File: src/verilog/adc_seq_pkg.sv
// shared types and constants for the a/d conversion sequencer
// assumes a single 20 mhz system clock and synchronous active-high reset
package adc_seq_pkg;

    // conversion phase lengths in conversion clock periods
    localparam logic [4:0] SAMPLE_PERIODS  = 5'h04;
    localparam logic [4:0] CONVERT_PERIODS = 5'h0c;
    localparam logic [4:0] TOTAL_PERIODS   = 5'h10;

    // divider codes, 000 = undivided, 111 = /128
    localparam int         DIV_BITS        = 3;
    localparam logic [6:0] DIV_CNT_ZERO    = 7'h00;

    // input routing codes
    localparam logic [3:0] SRC_EXTERNAL    = 4'h0;
    localparam logic [1:0] SRC_PGA_GROUP   = 2'h1;   // upper source bits 01 pick the pga output
    localparam logic [3:0] LAST_CHANNEL    = 4'hb;
    localparam int         NUM_CHANNELS    = 12;

    // result layout
    localparam int         RESULT_BITS     = 12;
    localparam logic [11:0] RESULT_ZERO    = 12'h000;
    localparam logic [11:0] RESULT_FULL    = 12'hfff;
    localparam logic [3:0]  PAD_ZERO       = 4'h0;

    // reference codes: 00 supply, 01 pin, 1x pga
    localparam logic [1:0] REF_SUPPLY      = 2'h0;
    localparam logic [1:0] REF_PIN         = 2'h1;

    // sequencer states
    typedef enum logic [1:0] {
        ST_IDLE    = 2'b00,
        ST_ARMED   = 2'b01,
        ST_SAMPLE  = 2'b10,
        ST_CONVERT = 2'b11
    } seq_state_t;

    // software-facing configuration
    typedef struct packed {
        logic       power_enable;
        logic [2:0] clock_divider_select;
        logic [3:0] input_source_select;
        logic [3:0] external_channel_select;
        logic       result_format_select;
        logic [1:0] reference_select;
        logic       pga_input_select;
        logic [1:0] pga_gain_select;
    } adc_config_t;

    // analog routing controls toward the converter core
    typedef struct packed {
        logic                    core_power;
        logic [NUM_CHANNELS-1:0] channel_connect;
        logic                    internal_connect;
        logic [3:0]              internal_source;
        logic [1:0]              reference_route;
        logic                    pga_route;
        logic                    pga_input_select;
        logic [1:0]              pga_gain_select;
        logic                    sample_hold;
    } adc_route_t;

endpackage

File: src/verilog/adc_clock_divider.sv
// conversion clock enable generator
// produces a one-cycle tick every 2**code system clocks; restart realigns phase
`timescale 1ns/10ps
module adc_clock_divider (
    input  wire logic       clk,
    input  wire logic       rst,
    input  wire logic       restart,
    input  wire logic [2:0] divider_select,
    output logic            tick
);
    logic [6:0] count_reg;   // free count of system clocks
    logic [6:0] mask;        // low bits that must all be ones

    // mask of code ones, value 2**code - 1
    always_comb begin
        mask = 7'((8'h01 << divider_select) - 8'h01);
    end

    // count runs every cycle; restart aligns to the new conversion
    always_ff @(posedge clk) begin
        if (rst || restart) begin
            count_reg <= adc_seq_pkg::DIV_CNT_ZERO;
        end else begin
            count_reg <= count_reg + 7'h01;
        end
    end

    // tick when all masked bits are set and restart is low, code 000 ticks on every cycle without restart
    assign tick = ((count_reg & mask) == mask) && !restart;
endmodule

File: src/verilog/adc_sequencer.sv
// a/d conversion sequencer: start pulse, busy, interrupt request, timing
// assumes one 20 mhz clock; control bits come from cpu logic on that clock
`timescale 1ns/10ps
module adc_sequencer (
    input  wire logic                     clk,
    input  wire logic                     rst,
    input  wire logic                     start,
    input  wire adc_seq_pkg::adc_config_t cfg,
    input  wire logic                     adc_interrupt_enable,
    input  wire logic                     interrupt_clear,
    input  wire logic                     interrupt_serviced,
    input  wire logic                     core_bit,
    output logic                          conversion_busy_flag,
    output logic                          adc_interrupt_request,
    output logic                          adc_interrupt,
    output logic [7:0]                    result_high_byte,
    output logic [7:0]                    result_low_byte,
    output logic [3:0]                    trial_bit,
    output adc_seq_pkg::adc_route_t       route
);
    adc_seq_pkg::seq_state_t state_reg;   // sequencer phase
    logic                    start_reg;   // previous start level
    logic [4:0]              period_reg;  // conversion clocks elapsed
    logic [11:0]             sar_reg;     // successive approximation word
    logic [11:0]             result_reg;  // last completed result
    logic [11:0]             result_next; // result word this edge leaves
    logic                    busy_reg;    // busy flag
    logic                    irq_reg;     // sticky request flag
    logic                    start_rise;  // start went high
    logic                    start_fall;  // start went low
    logic                    tick;        // conversion clock enable
    logic                    done;        // last conversion period ends
    logic                    external_src; // source is an external pin

    // edges of the start level; start is cpu logic on this clock, so no synchroniser
    assign start_rise = start && !start_reg;
    assign start_fall = !start && start_reg;
    // last tick of the sixteenth conversion period
    assign done = (state_reg == adc_seq_pkg::ST_CONVERT) && tick
                  && (period_reg == adc_seq_pkg::TOTAL_PERIODS - 5'h01);

    // conversion clock from the system clock
    // restart on the launch edge keeps every conversion at exactly sixteen ticks
    adc_clock_divider u_div (
        .clk            (clk),
        .rst            (rst),
        .restart        (start_fall),
        .divider_select (cfg.clock_divider_select),
        .tick           (tick)
    );

    // start level history for edge detection
    always_ff @(posedge clk) begin
        if (rst) begin
            start_reg <= 1'b0;
        end else begin
            start_reg <= start;
        end
    end

    // phase sequencing; runs without any cpu handshake
    always_ff @(posedge clk) begin
        if (rst || !cfg.power_enable) begin
            state_reg <= adc_seq_pkg::ST_IDLE;
        end else if (start_rise) begin
            state_reg <= adc_seq_pkg::ST_ARMED;
        end else begin
            case (state_reg)
                adc_seq_pkg::ST_IDLE: begin
                    // leaves only on a start rise, taken above
                    state_reg <= adc_seq_pkg::ST_IDLE;
                end
                adc_seq_pkg::ST_ARMED: begin
                    // only a complete high-low pulse launches
                    if (start_fall) begin
                        state_reg <= adc_seq_pkg::ST_SAMPLE;
                    end
                end
                adc_seq_pkg::ST_SAMPLE: begin
                    if (tick && period_reg == adc_seq_pkg::SAMPLE_PERIODS - 5'h01) begin
                        state_reg <= adc_seq_pkg::ST_CONVERT;
                    end
                end
                adc_seq_pkg::ST_CONVERT: begin
                    if (done) begin
                        state_reg <= adc_seq_pkg::ST_IDLE;
                    end
                end
                default: begin
                    state_reg <= adc_seq_pkg::ST_IDLE;
                end
            endcase
        end
    end

    // conversion clock period counter
    // held at zero until sampling opens, so the first tick ends period 0
    always_ff @(posedge clk) begin
        if (rst || state_reg == adc_seq_pkg::ST_IDLE || state_reg == adc_seq_pkg::ST_ARMED) begin
            period_reg <= 5'h00;
        end else if (tick) begin
            period_reg <= period_reg + 5'h01;
        end
    end

    // successive approximation, msb first over the twelve converting periods
    // index wraps for the one cycle after done; nothing reads it then
    assign trial_bit = 4'(adc_seq_pkg::TOTAL_PERIODS - 5'h01 - period_reg);

    always_ff @(posedge clk) begin
        if (rst || state_reg == adc_seq_pkg::ST_SAMPLE) begin
            sar_reg <= adc_seq_pkg::RESULT_ZERO;
        end else if (state_reg == adc_seq_pkg::ST_CONVERT && tick) begin
            sar_reg[trial_bit] <= core_bit;
        end
    end

    // next result word; the last decision goes in directly, so the word and
    // the bytes below are written on the very edge that clears busy
    always_comb begin
        result_next = result_reg;
        if (done) begin
            result_next = {sar_reg[11:1], core_bit};
        end
    end

    // result held until the next completion
    always_ff @(posedge clk) begin
        if (rst) begin
            result_reg <= adc_seq_pkg::RESULT_ZERO;
        end else begin
            result_reg <= result_next;
        end
    end

    // byte arrangement: 0 left aligned, 1 right aligned
    // bytes follow the format bit at once, so change it only while idle
    always_ff @(posedge clk) begin
        if (rst) begin
            result_high_byte <= 8'h00;
            result_low_byte  <= 8'h00;
        end else if (cfg.result_format_select) begin
            result_high_byte <= {adc_seq_pkg::PAD_ZERO, result_next[11:8]};
            result_low_byte  <= result_next[7:0];
        end else begin
            result_high_byte <= result_next[11:4];
            result_low_byte  <= {result_next[3:0], adc_seq_pkg::PAD_ZERO};
        end
    end

    // busy from successful launch until completion or abort
    always_ff @(posedge clk) begin
        if (rst || !cfg.power_enable || start_rise) begin
            busy_reg <= 1'b0;
        end else if (state_reg == adc_seq_pkg::ST_ARMED && start_fall) begin
            busy_reg <= 1'b1;
        end else if (done) begin
            busy_reg <= 1'b0;
        end
    end

    // sticky request; completion beats a simultaneous clear
    always_ff @(posedge clk) begin
        if (rst) begin
            irq_reg <= 1'b0;
        end else if (done) begin
            irq_reg <= 1'b1;
        end else if (interrupt_clear || interrupt_serviced) begin
            irq_reg <= 1'b0;
        end
    end

    // busy and request leave straight from their registers; the interrupt is the request gated by the enable
    assign conversion_busy_flag  = busy_reg;
    assign adc_interrupt_request = irq_reg;
    assign adc_interrupt         = irq_reg && adc_interrupt_enable;

    // analog routing controls, one connect line per channel
    genvar ch;
    generate
        for (ch = 0; ch < adc_seq_pkg::NUM_CHANNELS; ch = ch + 1) begin : g_chan
            assign route.channel_connect[ch] = cfg.power_enable
                && external_src
                && cfg.external_channel_select == 4'(ch);
        end
    endgenerate

    // routing follows the configuration live; nothing is held per conversion
    assign external_src           = cfg.input_source_select == adc_seq_pkg::SRC_EXTERNAL;
    assign route.core_power       = cfg.power_enable;
    assign route.internal_connect = cfg.power_enable && !external_src;
    assign route.internal_source  = cfg.input_source_select;
    assign route.reference_route  = cfg.reference_select;
    // only the 01xx source group and the 1x references use the pga output
    assign route.pga_route        = cfg.reference_select[1]
                                    || cfg.input_source_select[3:2] == adc_seq_pkg::SRC_PGA_GROUP;
    assign route.pga_input_select = cfg.pga_input_select;
    assign route.pga_gain_select  = cfg.pga_gain_select;
    assign route.sample_hold      = state_reg == adc_seq_pkg::ST_SAMPLE;
endmodule

File: config.mk
export PLATFORM = sky130hd
export DESIGN_NAME = adc_sequencer
export DESIGN_NICKNAME = d
export VERILOG_FILES = /design/src/verilog/adc_seq_pkg.sv /design/src/verilog/adc_clock_divider.sv /design/src/verilog/adc_sequencer.sv
export SDC_FILE = /design/constraint.sdc
export NUM_CORES = 1
export LEC_CHECK = 0
export ABC_AREA = 1
export CORE_ASPECT_RATIO = 1.5
export CORE_MARGIN = 5
export CORE_UTILIZATION = 55
export DETAILED_ROUTE_END_ITERATION = 10
export DONT_BUFFER_PORTS = 1
export GPL_TIMING_DRIVEN = 0
export PLACE_DENSITY = 0.85
export REMOVE_ABC_BUFFERS = 1
export SYNTH_ARGS = -nofsm -noshare
export SYNTH_HDL_FRONTEND = slang
export SYNTH_SLANG_ARGS = --single-unit
File: constraint.sdc
create_clock -name clk -period 1.8 [get_ports clk]
set_clock_uncertainty 0.05 [all_clocks]
set_input_delay 0.54 -clock clk [delete_from_list [all_inputs] [get_ports clk]]
set_output_delay 0.54 -clock clk [all_outputs]
set_load 0.03 [all_outputs]
==> results.yml <==
synthesis:
  synth.avg_cell_area_um2: 7.478
  synth_edf_count: 0
  synth_area_leaders: "dfxtp_1 (44%), nor2_1 (9.5%), inv_1 (7.1%)"
  ys_ff_latch: 56
  synth_commonest_cells: "nor2_1 (64), dfxtp_1 (56), inv_1 (48), nand2_1 (41), o21ai_1 (22)"
  yosysWarnings: 0
  synth_top_area_share_pct: 44.23
  yosysMostFrequentCell: "nor2_1"
  yosysTopAreaCell: "dfxtp_1"
  synth_cells: 339
  synth_ff_type: "dfxtp_1"
  ys_seq_area_share_pct: 44.23
  synth_area_um2: 2535
  ys_types: 27
  ys_async_sr_fraction_pct: 0
floorplanning:
  die_w_um: 65.43
  start_util_pct: 56.28
  dieArea_um2: 6094
  fp.dieH_um: 93.15
  ioPinCount: 73
  core_um2: 4504
  placementRows: 30
grt:
  grt.overflow.total: 0
  grt_usage_pct: 18.97
  grt_pass1_wl_mm: 9.108
  first_global_vias: 2110
  grt_antenna_before_repair: 0
  grt_start_max_net_pins: 21
timing:
  max_freq_mhz: 465.3
  fin_ws_ns: -0.3493
  worst_slew_pin_slew_ns: 0.6203
  drv_slew: 0
  setup_viol_count_final: 12
  layout_min_cycle_time_ns: 2.149
  period_share_pct: 119.4
  rsz0062_at_grt: "yes"
  slew_headroom_pct: 58.56
  hold_violations: 0
  finalHoldWorstSlack_ns: 0.2356
drt:
  avgViaCountPerCell: 5.455
  vias: 2100
  routed_wl_mm: 5.600
  first_pass_iters: 4
  route.detailed.drc: 0
  routedWlPerCell_um: 14.55
  drt_iter0_markers: 146
  ant_nets: 0
final_layout:
  nets: 374
  postLayoutCellArea_um2: 2947
  drive_gt1_share_pct: 21.07
  largest_register_ffs: 12
  nFillCells: 360
  syn_to_final_growth_pct: 16.24
  antennaDiodeCount: 0
power_and_ir_drop:
  report.power.total_mw: 2.334
  peakVddDrop_mv: 0.5110
  p_per_area_nw_per_um2: 792.3
  p_leak_nw: 1.070
cts:
  path_clk_slew_ns: 0.09
  worstSkewPairLatency_ns: 0.30
  cts_buffer_depth: 2
  htree_levels: 2
  cts_sinks: 56
  cts_tree: "done"
  root_buffer: "clkbuf_8"
  cts-buffers-inserted: 5
placement:
  hpwl_mm: 3.636
  place_congestion: 0.8450
  place_area_um2: 2470
  portBuffers: 0
worst_hold_path:
  holdCritPathClass: "primary input to flip-flop"
setup_path:
  required_ns: 1.21
  cp.arrival_ns: 1.56
  crit_type: "primary input to output pin"
  end_kind: "output pin"
  cp_slowest_stage_delay_ns: 0.30
  crit_path_max_fanout: 4
  slowest_stage: "nor4_4"
  path_common_cell: "nor2_4"
  crit_chain: "nor4_4 > inv_2 > nor2_4 > nand3_4 > nor2_4"
  startpoint_type: "primary input"
run:
  maxCapViolCount: 0
outcome:
  status: "finished, violations left"
  violations: "setup timing"
## cells by family (layout without fill, tap and decap cells)
family          Yosys count  count (layout)  synth area share [%]
compound gates           61              61                 13.62
buf+inv                  68              63                 12.34
flops                    56              56                 44.23
simple gates            141             144                 23.54
xor+xnor                  1               1                0.3456
fa+ha+maj                12              12                 5.923
## worst max-delay path, delay by kind of cell
family,cells,cell delay (ns)
buf+inv,1,0.08
simple gates,4,0.93
## layout make-up
cell class                      instances  area (um2)  area share [%]
Sequential cell                        56        1132           38.43
Inverter                               50       187.7           6.369
Multi-Input combinational cell        218        1380           46.84
Clock inverter                          2       60.06           2.038
Clock buffer                            5       68.82           2.335
Tap cell                               48       60.06           2.038
Timing Repair Buffer                    6       57.56           1.953
## metrics by stage
stage	setup TNS [ns]	cells	utilization, %	setup slack (ns)
3_3_place_gp	-28.57	369	54.83	-0.7154
6_report	-3.781	385	65.42	-0.3493
3_5_place_dp	-30.43	369	54.83	-0.7447
2_1_floorplan	-16.61	321	-	-0.4313
4_1_cts	-4.160	381	64.08	-0.3653
5_1_grt	-4.648	385	65.42	-0.4167
## where the power goes
| group | switching [mW] | total [mW] | internal (mW) |
|---|---|---|---|
| combinational | 0.0981 | 0.141 | 0.0430 |
| clock | 0.392 | 0.940 | 0.548 |
| sequential | 0.00905 | 1.25 | 1.24 |
| total | 0.500 | 2.33 | 1.83 |
## cells in the final DEF (no fill, tap or decap)
master / n
dfxtp_4: 2
o21ai_2: 5
nand2_4: 1
clkbuf_8: 5
nand2_2: 4
o21ai_1: 19
ha_1: 7
nor4_4: 1
nor4_1: 1
bufinv_16: 2
o21ai_0: 5
nand3_4: 4
a21oi_2: 8
buf_12: 1
nand4_1: 2
ha_2: 3
o22ai_1: 1
a21oi_1: 21
o21a_1: 1
nand2_1: 41
nor2_2: 3
nand3_1: 16
nor3_1: 3
inv_1: 47
nor2_1: 49
ha_4: 2
o21bai_1: 1
inv_2: 3
nand4_4: 2
nor2_4: 15
dfxtp_2: 3
dfxtp_1: 51
buf_4: 5
xnor2_1: 1
nand4_2: 1
or2_2: 1
## worst paths after layout
check | slack (ns) | depth (start not counted) | end | start
worst max-delay path | -0.35 | 5 | route[23] | cfg[11]
worst min-delay path | 0.24 | 1 | adc_interrupt_request | rst
worst max register to register | 0.12 | 10 | state_reg[1] | period_reg[1]
worst min register to register | 0.41 | 2 | sar_reg[1] | sar_reg[1]
## metal layers
layer | vias to the layer above | GRT usage [%] | part of all wire [%]
met3 | 8 | 7.212 | 8.8
met2 | 84 | 35.50 | 53
met4 | 0 | 6.228 | 1.5
met1 | 938 | 18.63 | 37
met5 | - | 0 | 0
li1 | 1070 | - | -
## timing repair
action	in CTS	in global routing
gates cloned	2	1
setup buffers	3	3
hold buffers	0	0
setup endpoints to repair	44	51
pin swaps	11	11
gates resized for setup	51	12
No activity file was read; power rests on OpenSTA's default activity.
